File: config.mk
export PLATFORM = sky130hd
export DESIGN_NAME = lsp_positioning
export DESIGN_NICKNAME = d
export VERILOG_FILES = /design/src/lsp_positioning.v
export VERILOG_INCLUDE_DIRS = /design/src
export SDC_FILE = /design/constraint.sdc
export NUM_CORES = 1
export LEC_CHECK = 0
export ABC_AREA = 1
export BUFFER_PORTS_ARGS = -buffer_cell sky130_fd_sc_hd__buf_4
export CORE_UTILIZATION = 64
export DETAILED_ROUTE_END_ITERATION = 10
export PLACE_DENSITY = 0.93
export SLEW_MARGIN = 30
export SYNTH_ARGS = -nofsm -noshare
export SYNTH_HDL_FRONTEND = slang
export SYNTH_SLANG_ARGS = --single-unit
File: constraint.sdc
create_clock -name clk_in -period 9.55 [get_ports clk_in]
set_clock_uncertainty 0.1 [all_clocks]
set_input_delay 0.955 -clock clk_in [delete_from_list [all_inputs] [get_ports clk_in]]
set_output_delay 0.955 -clock clk_in [all_outputs]
set_load 0.1 [all_outputs]
File: src/lsp_defines.vh
`ifndef LSP_DEFINES_VH
`define LSP_DEFINES_VH
// ----------------------------------------------------------------
// register byte offsets
// ----------------------------------------------------------------
`define LSP_OFS_CTRL 5'h00
`define LSP_OFS_CWORD 5'h04
`define LSP_OFS_DIST 5'h08
`define LSP_OFS_RATED 5'h0C
`define LSP_OFS_RAMP 5'h10
`define LSP_OFS_STATUS 5'h14
// ----------------------------------------------------------------
// control register fields
// ----------------------------------------------------------------
`define LSP_CTRL_SLOW_RISE 0
`define LSP_CTRL_STOP_RISE 1
`define LSP_CTRL_SLOW_MODE_LO 2
`define LSP_CTRL_SLOW_MODE_HI 3
`define LSP_CTRL_STOP_MODE_LO 4
`define LSP_CTRL_STOP_MODE_HI 5
`define LSP_CTRL_SRC_CWORD 6
`define LSP_CTRL_DIS_CWORD 7
`define LSP_CTRL_SAD_EN 8
`define LSP_CTRL_DECEL_PROF 9
`define LSP_CTRL_LONG_CAM 10
`define LSP_CTRL_FACTORY 11
`define LSP_CTRL_W 11
`define LSP_CTRL_RST 11'h002
// ----------------------------------------------------------------
// control word bits and channel order
// ----------------------------------------------------------------
`define LSP_CH_SLOW_FWD 0
`define LSP_CH_SLOW_REV 1
`define LSP_CH_STOP_FWD 2
`define LSP_CH_STOP_REV 3
`define LSP_CW_DISABLE 4
`define LSP_CW_W 5
`define LSP_CW_RST 5'h00
// ----------------------------------------------------------------
// data widths, reset values and timing
// ----------------------------------------------------------------
`define LSP_VAL_W 16
`define LSP_ACC_W 32
`define LSP_VAL_RST 16'h0000
`define LSP_ACC_RST 32'h0000_0000
`define LSP_RD_ZERO 32'h0000_0000
`define LSP_TICK_NS 1000
`define LSP_CLK_NS 4
`define LSP_TICK_CYC (`LSP_TICK_NS / `LSP_CLK_NS)
`define LSP_TICK_W 8
`define LSP_TICK_LAST 8'hF9
`define LSP_SPEED_SHIFT 16
`endif

File: src/lsp_positioning.v
// How it works
// - active edge selectable, rising or falling
// - separate slowdown mode and stop mode selections
// - same logic both directions, stop as slowdown
// - forward slowdown latches on edge while forward
// - latched state kept in non-volatile storage
// - reverse travel stays full speed while latched
// - clear on inactive edge while running reverse
// - disable from logic input or control word
// - disable hides slowdown, latches keep tracking
// - long cams: initialise anywhere on travel
// - stop at distance from speed and rating
// - stop switch beats stop at distance
// - decel profile selects distance behaviour
// - ramp change drops the distance target
// - direction change drops the distance target
// - distance stop never resumed after power-up
// - stop polarity setting, rising by default
`timescale 1ns/1ps
`default_nettype none
`include "lsp_defines.vh"
module lsp_positioning
(
  // clock and reset
  input wire clk_in,
  input wire rst_in,
  // avalon-mm slave
  input wire [4:0] avs_address_in,
  input wire avs_read_in,
  input wire avs_write_in,
  input wire [31:0] avs_writedata_in,
  input wire [3:0] avs_byteenable_in,
  output reg [31:0] avs_readdata_out,
  output reg avs_waitrequest_out,
  // sensor and disable pins, asynchronous
  input wire fwd_slow_pin_in,
  input wire rev_slow_pin_in,
  input wire fwd_stop_pin_in,
  input wire rev_stop_pin_in,
  input wire disable_pin_in,
  // motor state from drive control, same clock
  input wire run_fwd_in,
  input wire run_rev_in,
  input wire [15:0] speed_est_in,
  // non-volatile latch storage
  input wire [3:0] nv_latch_in,
  output reg [3:0] nv_latch_out,
  output reg nv_write_out,
  // actions toward the speed loop
  output reg slow_fwd_out,
  output reg slow_rev_out,
  output reg stop_out,
  output reg [1:0] slow_mode_out,
  output reg [1:0] stop_mode_out,
  output reg sad_active_out
);

  // ----------------------------------------------------------------
  // helper functions
  // ----------------------------------------------------------------
  // byte-lane merge used by every writable register
  function [31:0] lsp_merge;
    input [31:0] old_val;
    input [31:0] new_val;
    input [3:0] be;
    integer k;
    begin
      lsp_merge = old_val;
      for (k = 0; k < 4; k = k + 1)
      begin
        if (be[k])
          lsp_merge[k*8 +: 8] = new_val[k*8 +: 8];
      end
    end
  endfunction

  // edge toward the active level for the chosen polarity
  function lsp_active_edge;
    input cur;
    input prev;
    input rise;
    begin
      lsp_active_edge = rise ? (cur & ~prev) : (~cur & prev);
    end
  endfunction

  // ----------------------------------------------------------------
  // register state
  // ----------------------------------------------------------------
  reg [`LSP_CTRL_W-1:0] ctrl_ff; // configuration
  reg [`LSP_CW_W-1:0] cword_ff; // control word bits
  reg [`LSP_VAL_W-1:0] dist_ff; // target distance
  reg [`LSP_VAL_W-1:0] rated_ff; // rated linear speed
  reg [`LSP_VAL_W-1:0] ramp_ff; // deceleration ramp setting
  reg ramp_chg_ff; // ramp written with a new value
  reg factory_ff; // one-cycle factory restore pulse
  wire bus_req = avs_read_in | avs_write_in;
  wire bus_go = bus_req & ~avs_waitrequest_out;
  wire wr_go = avs_write_in & bus_go;

  // ----------------------------------------------------------------
  // input synchronisers and sources
  // ----------------------------------------------------------------
  wire [4:0] pin_raw = {disable_pin_in, rev_stop_pin_in, fwd_stop_pin_in,
                        rev_slow_pin_in, fwd_slow_pin_in};
  reg [4:0] meta_ff; // first stage, read only by sync_ff
  reg [4:0] sync_ff; // second stage
  reg [3:0] prev_ff; // previous sample of each channel
  reg [3:0] latch_ff; // latched slowdown and stop requests
  reg restore_ff; // high for the cycle after reset release
  reg init_ff; // long-cam initialisation done
  wire [3:0] chan_cur;
  wire [3:0] act_edge;
  wire [3:0] inact_edge;
  wire [3:0] ch_run;
  wire [3:0] ch_opp;
  wire dis_cur;

  // no reset: the samples follow the pins through reset, so a pin held high
  // is not taken as a fresh edge after release; power-up reset needs 3 edges
  always @(posedge clk_in)
  begin
    meta_ff <= pin_raw;
    sync_ff <= meta_ff;
    prev_ff <= chan_cur;
  end

  // source select: pins or control word bits
  assign chan_cur = ctrl_ff[`LSP_CTRL_SRC_CWORD] ? cword_ff[3:0] : sync_ff[3:0];
  // disable may be assigned to a pin or to a control word bit
  assign dis_cur = ctrl_ff[`LSP_CTRL_DIS_CWORD] ? cword_ff[`LSP_CW_DISABLE]
                                                : sync_ff[4];

  // ----------------------------------------------------------------
  // per-channel edge detect and direction qualify
  // ----------------------------------------------------------------
  genvar g;
  generate
    for (g = 0; g < 4; g = g + 1)
    begin : gen_ch
      // channels 0 and 1 use slowdown polarity, 2 and 3 stop polarity
      wire rise = (g < 2) ? ctrl_ff[`LSP_CTRL_SLOW_RISE]
                          : ctrl_ff[`LSP_CTRL_STOP_RISE];
      assign act_edge[g] = lsp_active_edge(chan_cur[g], prev_ff[g], rise);
      assign inact_edge[g] = lsp_active_edge(chan_cur[g], prev_ff[g], ~rise);
      // even channels face forward, odd ones reverse
      assign ch_run[g] = (g % 2 == 0) ? run_fwd_in : run_rev_in;
      assign ch_opp[g] = (g % 2 == 0) ? run_rev_in : run_fwd_in;
    end
  endgenerate

  // active level, used by the long-cam start-up
  wire [3:0] act_level = {{2{ctrl_ff[`LSP_CTRL_STOP_RISE]}},
                          {2{ctrl_ff[`LSP_CTRL_SLOW_RISE]}}} ~^ chan_cur;
  wire running = run_fwd_in | run_rev_in;

  // ----------------------------------------------------------------
  // latch update
  // ----------------------------------------------------------------
  reg [3:0] nxt_latch;
  always @*
  begin
    nxt_latch = latch_ff;
    if (restore_ff)
      nxt_latch = nv_latch_in;
    else if (factory_ff)
      nxt_latch = 4'h0;
    else if (ctrl_ff[`LSP_CTRL_LONG_CAM] && !init_ff && running)
      // long cam covers the zone end to end, so level tells position
      nxt_latch = act_level & ch_run;
    else
      // disable is not consulted here: tracking continues
      nxt_latch = (latch_ff | (act_edge & ch_run))
                  & ~(inact_edge & ch_opp);
  end

  // latch, restore and init flags and non-volatile write strobe
  always @(posedge clk_in)
  begin
    if (rst_in)
    begin
      latch_ff <= 4'h0;
      restore_ff <= 1'b1;
      init_ff <= 1'b0;
      nv_latch_out <= 4'h0;
      nv_write_out <= 1'b0;
    end
    else
    begin
      latch_ff <= nxt_latch;
      restore_ff <= 1'b0;
      if (factory_ff)
        init_ff <= 1'b0; // short cams: start outside zones
      else if (running && !restore_ff)
        init_ff <= 1'b1;
      nv_latch_out <= nxt_latch;
      // store every change so a supply loss keeps the state
      nv_write_out <= ~restore_ff & (nxt_latch != latch_ff);
    end
  end

  // ----------------------------------------------------------------
  // stop at distance
  // ----------------------------------------------------------------
  reg sad_ff; // distance stop in progress
  reg sad_dir_ff; // direction at trip, 1 = forward
  reg sad_done_ff; // distance reached, stop asserted
  reg [`LSP_ACC_W-1:0] trav_ff; // travelled distance
  reg [`LSP_ACC_W-1:0] goal_ff; // distance at which to stop
  reg [`LSP_TICK_W-1:0] tick_ff; // integration prescaler
  wire tick = (tick_ff == `LSP_TICK_LAST);
  wire slow_trip = (act_edge[`LSP_CH_SLOW_FWD] & run_fwd_in)
                 | (act_edge[`LSP_CH_SLOW_REV] & run_rev_in);
  wire stop_sw = (latch_ff[`LSP_CH_STOP_FWD] & run_fwd_in)
               | (latch_ff[`LSP_CH_STOP_REV] & run_rev_in);
  wire dir_chg = sad_dir_ff ? run_rev_in : run_fwd_in;
  // travel per tick: estimated speed scaled by the rated linear speed
  wire [`LSP_ACC_W-1:0] step = (speed_est_in * rated_ff) >> `LSP_SPEED_SHIFT;
  // profile 1 reserves a braking allowance equal to the trip speed
  wire [`LSP_ACC_W-1:0] lead = ctrl_ff[`LSP_CTRL_DECEL_PROF]
                               ? {16'h0000, speed_est_in} : `LSP_ACC_RST;
  wire [`LSP_ACC_W-1:0] full = {16'h0000, dist_ff};

  // one process owns the whole distance sequence
  always @(posedge clk_in)
  begin
    if (rst_in)
    begin
      // nothing of an interrupted distance stop survives reset
      sad_ff <= 1'b0;
      sad_dir_ff <= 1'b0;
      sad_done_ff <= 1'b0;
      trav_ff <= `LSP_ACC_RST;
      goal_ff <= `LSP_ACC_RST;
      tick_ff <= {`LSP_TICK_W{1'b0}};
    end
    else
    begin
      tick_ff <= tick ? {`LSP_TICK_W{1'b0}} : tick_ff + 1'b1;
      if (stop_sw || !running)
      begin
        // stop switch wins and ends any distance stop
        sad_ff <= 1'b0;
        sad_done_ff <= 1'b0;
      end
      else if (sad_ff && (ramp_chg_ff || dir_chg))
        sad_ff <= 1'b0;
      else if (!sad_ff && !sad_done_ff && slow_trip
               && ctrl_ff[`LSP_CTRL_SAD_EN] && !dis_cur)
      begin
        sad_ff <= 1'b1;
        sad_dir_ff <= run_fwd_in;
        trav_ff <= `LSP_ACC_RST;
        goal_ff <= (full > lead) ? full - lead : `LSP_ACC_RST;
      end
      else if (sad_ff)
      begin
        if (trav_ff >= goal_ff)
        begin
          sad_ff <= 1'b0;
          sad_done_ff <= 1'b1;
        end
        else if (tick)
          trav_ff <= trav_ff + step;
      end
    end
  end

  // ----------------------------------------------------------------
  // action outputs
  // ----------------------------------------------------------------
  always @(posedge clk_in)
  begin
    if (rst_in)
    begin
      slow_fwd_out <= 1'b0;
      slow_rev_out <= 1'b0;
      stop_out <= 1'b0;
      slow_mode_out <= 2'b00;
      stop_mode_out <= 2'b00;
      sad_active_out <= 1'b0;
    end
    else
    begin
      // slowdown only toward the latched side; reverse stays fast
      slow_fwd_out <= latch_ff[`LSP_CH_SLOW_FWD] & run_fwd_in & ~dis_cur;
      slow_rev_out <= latch_ff[`LSP_CH_SLOW_REV] & run_rev_in & ~dis_cur;
      stop_out <= stop_sw | sad_done_ff;
      slow_mode_out <= ctrl_ff[`LSP_CTRL_SLOW_MODE_HI:`LSP_CTRL_SLOW_MODE_LO];
      stop_mode_out <= ctrl_ff[`LSP_CTRL_STOP_MODE_HI:`LSP_CTRL_STOP_MODE_LO];
      sad_active_out <= sad_ff;
    end
  end

  // ----------------------------------------------------------------
  // avalon-mm register access
  // ----------------------------------------------------------------
  reg [31:0] rd_mux;
  reg [31:0] wr_val;
  always @*
  begin
    case (avs_address_in)
      `LSP_OFS_CTRL: rd_mux = {21'h00_0000, ctrl_ff};
      `LSP_OFS_CWORD: rd_mux = {27'h000_0000, cword_ff};
      `LSP_OFS_DIST: rd_mux = {16'h0000, dist_ff};
      `LSP_OFS_RATED: rd_mux = {16'h0000, rated_ff};
      `LSP_OFS_RAMP: rd_mux = {16'h0000, ramp_ff};
      `LSP_OFS_STATUS: rd_mux = {24'h00_0000, sad_done_ff, sad_ff, init_ff,
                                 dis_cur, latch_ff};
      default: rd_mux = `LSP_RD_ZERO; // unmapped reads as zero
    endcase
    wr_val = lsp_merge(rd_mux, avs_writedata_in, avs_byteenable_in);
  end

  // one wait state: the answer comes on the second edge of a request
  always @(posedge clk_in)
  begin
    if (rst_in)
    begin
      avs_waitrequest_out <= 1'b1;
      avs_readdata_out <= `LSP_RD_ZERO;
      ctrl_ff <= `LSP_CTRL_RST;
      cword_ff <= `LSP_CW_RST;
      dist_ff <= `LSP_VAL_RST;
      rated_ff <= `LSP_VAL_RST;
      ramp_ff <= `LSP_VAL_RST;
      ramp_chg_ff <= 1'b0;
      factory_ff <= 1'b0;
    end
    else
    begin
      avs_waitrequest_out <= ~(bus_req & avs_waitrequest_out);
      if (bus_req && avs_waitrequest_out)
        avs_readdata_out <= rd_mux;
      ramp_chg_ff <= 1'b0;
      factory_ff <= 1'b0;
      if (wr_go)
      begin
        case (avs_address_in)
          `LSP_OFS_CTRL:
          begin
            // factory bit is a self-clearing command, never stored
            ctrl_ff <= wr_val[`LSP_CTRL_W-1:0];
            factory_ff <= wr_val[`LSP_CTRL_FACTORY];
          end
          `LSP_OFS_CWORD: cword_ff <= wr_val[`LSP_CW_W-1:0];
          `LSP_OFS_DIST: dist_ff <= wr_val[`LSP_VAL_W-1:0];
          `LSP_OFS_RATED: rated_ff <= wr_val[`LSP_VAL_W-1:0];
          `LSP_OFS_RAMP:
          begin
            ramp_ff <= wr_val[`LSP_VAL_W-1:0];
            ramp_chg_ff <= (wr_val[`LSP_VAL_W-1:0] != ramp_ff);
          end
          default: ramp_chg_ff <= 1'b0; // status and unmapped ignore writes
        endcase
      end
    end
  end

endmodule
`default_nettype wire

Yosys cells after proc, flatten, opt, wreduce, memory -nomap -nowiden
Cells that the tools add are included.
Widths: inputs -> output; s select.
- register bits after elaboration: 203
- input bits: 72
- logic and storage cells: 154
- add/subtract/negate cells: 3
- $mul: 1
- order comparisons: 2
- equality and inequality tests: 9
- muxes and demuxes: 27
- bitwise logic cells: 50
- reductions and logical operators: 34
- operators by type and width (kind ; number):
    $mux 32 ; 5
    $pmux 16 s6 ; 1
    $add 32x16->32 ; 1
    $ge 32x32->1 ; 1
    $mul 16x16->32 ; 1
    $and 1x1->1 ; 20
    $not 1->1 ; 18
    $sub 16x16->17 ; 1
    $and 4x4->4 ; 4
    $gt 16x16->1 ; 1
    $mux 16 ; 1
    $mux 4 ; 4
    $mux 8 ; 2
    $ne 16x16->1 ; 1
    $mux 1 ; 14
    $eq 5x4->1 const B ; 2
    $eq 5x5->1 const B ; 2
    $reduce_and 2->1 ; 5
    $logic_and 1x1->1 ; 9
    $reduce_or 3->1 ; 3
    $add 8x1->8 const B ; 1
    $eq 8x8->1 const B ; 1
    $logic_not 1->1 ; 6
    $reduce_or 2->1 ; 3
    13 further kinds ; 19

Longest topological paths before layout
Gate-level depths: netlist of run 1.
- word-level depth: 12
- mapped depth: 39
- mapped depth without buffers: 37

Least setup slack after synthesis of run 1
Ideal clock, no wire load.
- kind: input port to flip-flop
- start point: input port speed_est_in[7]
- end point: register trav_ff[20]
- library setup time: 70 ps
- data arrival time: 7342 ps
- required time: 9380 ps
- setup slack: 2037 ps
- stages: 39
- buffers on the path: 2
- cells stage by stage: clkbuf_1 > clkbuf_1 > nand2_1 > fa_1 > inv_1 > fa_1 > inv_1 > fa_1 > inv_1 > fa_1 > fa_1 > inv_1 > fa_1 > inv_1 > ha_1 > nand2_1 > inv_1 > a21oi_1 > [3 not listed] > ha_1 > inv_1 > fa_1 > inv_1 > nand3_1 > nand2_1 > nand2_1 > nand2_1 > nand2_1 > nand2_1 > nand2_1 > nand2_1 > nand2_1 > nand2_1 > nand2_1 > nor2_1 > nand2_1 > a21oi_1
- word-level cells in the longest chain between the ends: 6
- RTL lines (element ; RTL line ; RTL):
    start: declaration ; lsp_positioning.v:44 ; input wire [15:0] speed_est_in,
    $mul 16x16->32 ; lsp_positioning.v:218 ; wire [`LSP_ACC_W-1:0] step = (speed_est_in * rated_ff) >> `LSP_SPEED_SHIFT;
    $add 32x16->32 ; lsp_positioning.v:264 ; trav_ff <= trav_ff + step;
    $mux 32 ; lsp_positioning.v:263 ; else if (tick)
    $mux 32 ; lsp_positioning.v:258 ; if (trav_ff >= goal_ff)
    $mux 32 ; lsp_positioning.v:256 ; else if (sad_ff)
    $mux 32 ; lsp_positioning.v:248 ; else if (!sad_ff && !sad_done_ff && slow_trip
    end signal: assignment ; lsp_positioning.v:233 ; trav_ff <= `LSP_ACC_RST;
    end signal: assignment ; lsp_positioning.v:253 ; trav_ff <= `LSP_ACC_RST;
    end signal: assignment ; lsp_positioning.v:264 ;
    end: declaration ; lsp_positioning.v:208 ; reg [`LSP_ACC_W-1:0] trav_ff;
No other way between the ends. The select of a mux whose other input is x is not followed.
A chain may end at the register's enable or synchronous reset.

Worst setup path in the final report of run 1
- start point: register rated_ff[7]
- end point: register trav_ff[26]
- word-level cells in the longest chain between the ends: 6
- RTL lines (element ; RTL line ; RTL):
    start: declaration ; lsp_positioning.v:93 ; reg [`LSP_VAL_W-1:0] rated_ff;
    start signal: assignment ; lsp_positioning.v:325 ; rated_ff <= `LSP_VAL_RST;
    start signal: assignment ; lsp_positioning.v:348 ; `LSP_OFS_RATED: rated_ff <= wr_val[`LSP_VAL_W-1:0];
    $mul 16x16->32 ; lsp_positioning.v:218 ;
    $add 32x16->32 ; lsp_positioning.v:264 ;
    $mux 32 ; lsp_positioning.v:263 ;
    $mux 32 ; lsp_positioning.v:258 ;
    $mux 32 ; lsp_positioning.v:256 ;
    $mux 32 ; lsp_positioning.v:248 ;
No other way between the ends. The select of a mux whose other input is x is not followed.

==> metrics.md, run 1 <==
| Metric | Value |
|---|---|
| Status | `complete, no violations` |
| Reg clk slew, reported paths | `80 ps` |
| Arr. time, crit path | `8300 ps` |
| Via count | `19009` |
| Syn Inst Count | `2830` |
| CP max-delay cell | `dfxtp_1` |
| Layout cells sized above 1 | `5.650%` |
| Fin crit period | `8101 ps` |
| Die width | `176.8 um` |
| First-pass DRT Iterations | `7` |
| Pwr dens | `82.42 nW/um^2` |
| Max rail drop VDD | `0.1317 mV` |
| Root buf cell | `clkbuf_16` |
| Crit path from | `rated_ff[7]` |
| Finish-stage setup viols | `0` |
| Post-CTS Hold Buffers | `0` |
| GRT Util Overall | `36.10%` |
| Tcrit/Tclk final | `84.83%` |
| Clk_lat worst skew | `450 ps` |
| Setup slack, reg-to-reg | `1450 ps` |
| Post-DR vias/cell | `5.900` |
| PortBufs | `83` |
| RSZ-0062 raised after global routing | `no` |
| Synth top area share | `19.96%` |
| Distinct cells, synth | `51` |
| Global route overflow | `0` |
| CP Launch Type | `register` |
| Hold path startpoint | `meta_ff[2]` |
| Total length of routed wires | `54.68 mm` |
| H-tree depth | `4` |
| Final hold slack | `230.8 ps` |
| Synth Warn # | `0` |
| WP data required | `9750 ps` |
| Capturing point of the worst reg2reg path | `trav_ff[26]` |
| Antenna cells | `0` |
| CP max FO | `18` |
| P_leak | `11.48 nW` |
| Post-DP HPWL | `41.50 mm` |
| Area leader, netlist | `fa_1` |
| CP Capture Point | `trav_ff[26]` |
| Synth top area cells | `fa_1 20%, dfxtp_1 18%, nand2_1 13%, ha_1 11%, inv_1 11%` |
| Num rows | `63` |
| Remaining antenna violation count | `0` |
| Slew headroom | `29.76%` |
| Mapped Area | `19550 sq um` |
| Max Slew Vio Count | `0` |
| Area after DPL | `20180 sq um` |
| Measured slew at the worst slew-check pin | `1052 ps` |
| R2r worst-path depth | `31` |
| Largest net degree at the start of global routing | `75` |
| Die ar. | `31260 sq um` |
| Post-CTS setup buffer count | `0` |
| Routed WL per cell | `16.97 um` |
| I/O pin total | `118` |
| CTS sink count | `172` |
| Hold Path Class | `reg -> reg` |
| Final Wtd Congestion | `1.038` |
| Final Hold Viols | `0` |
| Post-cts resize count | `0` |
| Setup slack at placement | `1363 ps` |
| DRC | `0` |
| Slowest cell delay on critical path | `940 ps` |
| FF+latch count, synth | `172` |
| Vias in the first global route | `19098` |
| CP Class | `reg -> reg` |
| Clock buffer depth | `2` |
| Filler instances | `2300` |
| Area Growth Syn to Fin | `6.303%` |
| FF-to-FF Start | `rated_ff[7]` |
| Initial antenna violation count | `0` |
| Avg Cell Area, Syn | `6.909 sq um` |
| Total Nets Final | `3256` |
| Fmax | `0.1234 GHz` |
| CTS tree | `done` |
| Crit. End Element | `register` |
| Most frequent cell on the critical path | `nand2_1` |
| Final setup margin | `1449 ps` |
| Fin area | `20790 sq um` |
| Register area | `3443 sq um` |
| Core Area | `29870 sq um` |
| Global-route wire length before repair | `90.45 mm` |
| Setup TNS Final | `0 ps` |
| Max-cap violations | `0` |
| Total power | `1.713 mW` |
| Area of the multi-input gates | `13490 sq um` |
| Initial Util | `65.45%` |
| TritonCTS Buffers | `17` |
| Drt first-iter violations | `1952` |
| Register area share after synthesis | `17.61%` |
| Die Y | `176.8 um` |
==> cells in the final DEF (no fill, tap or decap), drive strengths merged, types with 25 or more instances in the layout <==
master	netlist	routed
o21ai	141	141
nand4	66	66
dfxtp	172	172
nor3	25	25
a21oi	176	176
buf	37	91
nor2	203	203
inv	553	558
xor2	29	29
nand3	149	149
fa	195	195
ha	170	170
nand2	698	698
==> layer usage <==
| metal | GRT usage [%] | wire (um) | vias up |
|---|---|---|---|
| li1 | - | - | 8754 |
| met1 | 43.53 | 20550 | 8874 |
| met3 | 6.100 | 5287 | 241 |
| met5 | 0 | 0 | - |
| met2 | 61.14 | 25950 | 1140 |
| met4 | 20.04 | 2900 | 0 |
==> worst max-delay path: cells and delay by family, from the launching register on <==
kind / cells / cell delay, ps
flops: 1 / 940
simple gates: 15 / 1860
buf+inv: 3 / 160
fa+ha+maj: 8 / 3720
compound gates: 5 / 1160
==> synth_stat cells, drive strengths merged <==
library cell and count:
a2111oi 1, a211oi 2, a21boi 5, a21o 11, a21oi 176, a221oi 2, a31o 1, a31oi 6
and2 3, and3 6, buf 37, clkbuf 99, clkinv 1, conb 1, dfxtp 172, fa 195
ha 170, inv 553, nand2 698, nand3 149, nand3b 9, nand4 66, nor2 203, nor3 25
nor3b 3, nor4 10, o211ai 8, o21a 1, o21ai 141, o21bai 6, o221ai 1, o22ai 7
o31ai 1, or2 21, xnor2 11, xor2 29
==> per-stage QoR <==
step	std cells	util, %
4_1_cts	3222	69.58
5_1_grt	3222	69.58
6_report	3222	69.58
2_1_floorplan	2845	-
3_5_place_dp	3190	67.56
3_3_place_gp	3190	67.55
==> report_power, final <==
part,internal [mW],total (mW),switching [mW]
sequential,0.730,0.741,0.0110
combinational,0.0614,0.264,0.202
clock,0.354,0.709,0.355
==> area by class of cell <==
cell class              count  area share [%]
clock buffers              18           2.065
well taps                 390           2.348
multi-input cells        1983           64.88
inverters                 554           10.02
flip-flops and latches    172           16.57
repair buffers             91           3.287
clock inverters            14          0.8367
==> kinds of logic after synthesis <==
kind of cell,Yosys count,share of synthesized area (%)
AO/OA/AOI/OAI,369,10.08
XOR/XNOR,40,1.792
adder cells (fa/ha/maj),365,30.84
buffers and inverters,690,13.72
flip-flops,172,17.61
other,1,0.01918
AND/OR/NAND/NOR,1193,25.93
==> registers in the layout (all words and copies together) (netlist names), 4 cells and up <==
| signal | count |
|---|---|
| prev_ff | 4 |
| sync_ff | 5 |
| dist_ff | 16 |
| cword_ff | 5 |
| latch_ff | 4 |
| meta_ff | 5 |
| avs_readdata_out | 16 |
| goal_ff | 17 |
| tick_ff | 8 |
| ramp_ff | 16 |
| rated_ff | 16 |
| trav_ff | 32 |
| ctrl_ff | 11 |
==> how the worst min path moves through the flow <==
stage / end / slack, ps / depth (start not counted)
5_1_grt: sync_ff[2] / 240 / 0
3_3_place_gp: sync_ff[0] / 210 / 0
4_1_cts: sync_ff[2] / 230 / 0
2_1_floorplan: sync_ff[0] / 210 / 0
3_5_place_dp: sync_ff[2] / 220 / 0
6_report: sync_ff[2] / 230 / 0
Power figures use the tool's default switching activity.
==> run 2: changes to the inputs <==
==> constraint.sdc (replaced) <==
create_clock -name clk_in -period 7.9 [get_ports clk_in]
set_clock_uncertainty 0.1 [all_clocks]
set_input_delay 0.79 -clock clk_in [delete_from_list [all_inputs] [get_ports clk_in]]
set_output_delay 0.79 -clock clk_in [all_outputs]
set_load 0.1 [all_outputs]
==> run 2 against run 1 <==
  * Via count down 1.4%
  * Combinational power up 22%
  * Global-route usage increased by 0.44 points
  * Sequential power is 21% higher
  * Die area stayed put
  * Critical path depth is 7 higher
  * Clock power rose by 17%
  * Total power rose by 19%
  * Final cell count grew 0.65%
  * Highest routed layer unchanged
==> metrics.md, run 2 (same netlist as run 1, synthesis figures left out) <==
| Metric | Value |
|---|---|
| Status | `complete, no violations` |
| Slowest cell delay on critical path | `530 ps` |
| R2r worst-path depth | `32` |
| Most frequent cells in the layout | `696 x nand2_1, 547 x inv_1, 197 x nor2_1, 195 x fa_1, 176 x a21oi_1` |
| Post-DP HPWL | `42.66 mm` |
| Final hold slack | `229.9 ps` |
| Largest net degree at the start of global routing | `75` |
| Most frequent cell on the critical path | `nand2_1` |
| Largest regs | `trav_ff (32), goal_ff (17)` |
| Hold Path Class | `reg -> reg` |
| Measured slew at the worst slew-check pin | `881.2 ps` |
| First-pass DRT Iterations | `7` |
| Clock buffer depth | `2` |
| Arr. time, crit path | `7750 ps` |
| Pint | `1.376 mW` |
| Initial antenna violation count | `0` |
| Fmax | `0.1340 GHz` |
| Max-cap violations | `0` |
| Pwr dens | `97.61 nW/um^2` |
| Core Area | `29870 sq um` |
| Reg power frac | `43.8%` |
| CP max FO | `17` |
| RSZ-0062 raised after global routing | `no` |
| Setup slack, reg-to-reg | `440 ps` |
| Die ar. | `31260 sq um` |
| DRC | `0` |
| TritonCTS Buffers | `17` |
| Capturing point of the worst reg2reg path | `trav_ff[31]` |
| CP max-delay cell | `fa_1` |
| Tcrit/Tclk final | `94.49%` |
| Setup TNS Final | `0 ps` |
| Global route overflow | `0` |
| GRT Util Overall | `36.54%` |
| Slew headroom | `41.17%` |
| Reg clk slew, reported paths | `80 ps` |
| CP Launch Type | `input pin` |
| P_sw | `667.4 uW` |
| Die Y | `176.8 um` |
| PortBufs | `83` |
| Max Slew Vio Count | `0` |
| CP Class | `in -> reg` |
| Routed WL per cell | `17.00 um` |
| Area Growth Syn to Fin | `7.083%` |
| Fin crit period | `7464 ps` |
| CTS sink count | `172` |
| H-tree depth | `4` |
| Total Nets Final | `3277` |
| Num rows | `63` |
| WP data required | `8180 ps` |
| Layout cells sized above 1 | `6.765%` |
| Clk_lat worst skew | `450 ps` |
| Switching Fraction | `32.65%` |
| Remaining antenna violation count | `0` |
| Max rail drop VDD | `0.1811 mV` |
| Die width | `176.8 um` |
| Via count | `18739` |
| Most common cell after layout, fill and taps aside | `nand2_1` |
| Post-DR vias/cell | `5.778` |
| Crit. End Element | `register` |
| FF-to-FF Start | `rated_ff[3]` |
| Min-Delay Path Depth | `0` |
| Global-route wire length before repair | `90.76 mm` |
| Combinational power share | `15.7%` |
| Total length of routed wires | `55.13 mm` |
| Hold path startpoint | `meta_ff[1]` |
| Hold Crit Endpoint | `sync_ff[1]` |
| Post-CTS Hold Buffers | `0` |
| P_leak | `11.59 nW` |
| I/O pin total | `118` |
| Root buf cell | `clkbuf_16` |
| Initial Util | `65.45%` |
| Clock power share | `40.5%` |
| Post-cts resize count | `0` |
| Vias in the first global route | `18931` |
| Drt first-iter violations | `1780` |
| Post-CTS setup buffer count | `0` |
| Final Hold Viols | `0` |
| CTS tree | `done` |
| Antenna cells | `0` |
| Final Wtd Congestion | `0.9832` |
| Finish-stage setup viols | `0` |
| Max reg flops | `32` |
| Top reg by flops | `trav_ff` |
## run 2: per-stage QoR
step                      total power [mW]  instances  cell area [sq um]  setup slack, ps  utilization (%)
after detailed placement             1.228       3211              20340            62.70            68.09
after CTS                            2.039       3243              20910            243.0            70.00
after global placement               1.220       3211              20340            182.3            68.08
final                                2.044       3243              20940            435.5            70.09
after floorplan                      1.146       2845              19610            552.1                -
after global routing                 2.105       3243              20940            3.595            70.09
## run 2: metal layers
| metal | global-route usage, % | vias to the layer above | share of wire [%] |
|---|---|---|---|
| met5 | 0 | - | 0 |
| met4 | 19.04 | 0 | 4.8 |
| met3 | 6.529 | 202 | 9.1 |
| met2 | 61.73 | 991 | 47 |
| met1 | 44.44 | 8762 | 39 |
| li1 | - | 8784 | - |
## run 2: critical path, delay by kind of cell
| kind | cells | cell delay, ps |
|---|---|---|
| compound gates | 3 | 460 |
| xor+xnor | 1 | 270 |
| fa+ha+maj | 9 | 3930 |
| buf+inv | 10 | 820 |
| simple gates | 15 | 1480 |
## run 2: area by class of cell
type,count,area (sq um)
clock buffer,17,425.4
clock inverter,15,146.4
fill,2384,8936
inverter,554,2082
multi-input combinational,1983,13500
sequential,172,3460
tap,390,488.0
timing repair buffer,112,840.8
## run 2: power by group through the flow
stage                     registers [mW]  clock network, mW  logic [mW]
final                              0.894              0.828       0.322
after global routing               0.896              0.866       0.343
after CTS                          0.895              0.829       0.316
after detailed placement           0.914                  0       0.314
after global placement             0.914                  0       0.306
after floorplan                    0.970                  0       0.176
## run 2: worst max-delay path by stage
stage	startpoint	endpoint	slack (ps)	cells after the start
2_1_floorplan	speed_est_in[7]	trav_ff[20]	550	39
3_3_place_gp	speed_est_in[6]	trav_ff[26]	180	34
3_5_place_dp	speed_est_in[6]	trav_ff[20]	60	38
4_1_cts	rated_ff[2]	trav_ff[31]	240	33
5_1_grt	rated_ff[10]	trav_ff[26]	4	31
6_report	speed_est_in[6]	trav_ff[20]	440	38
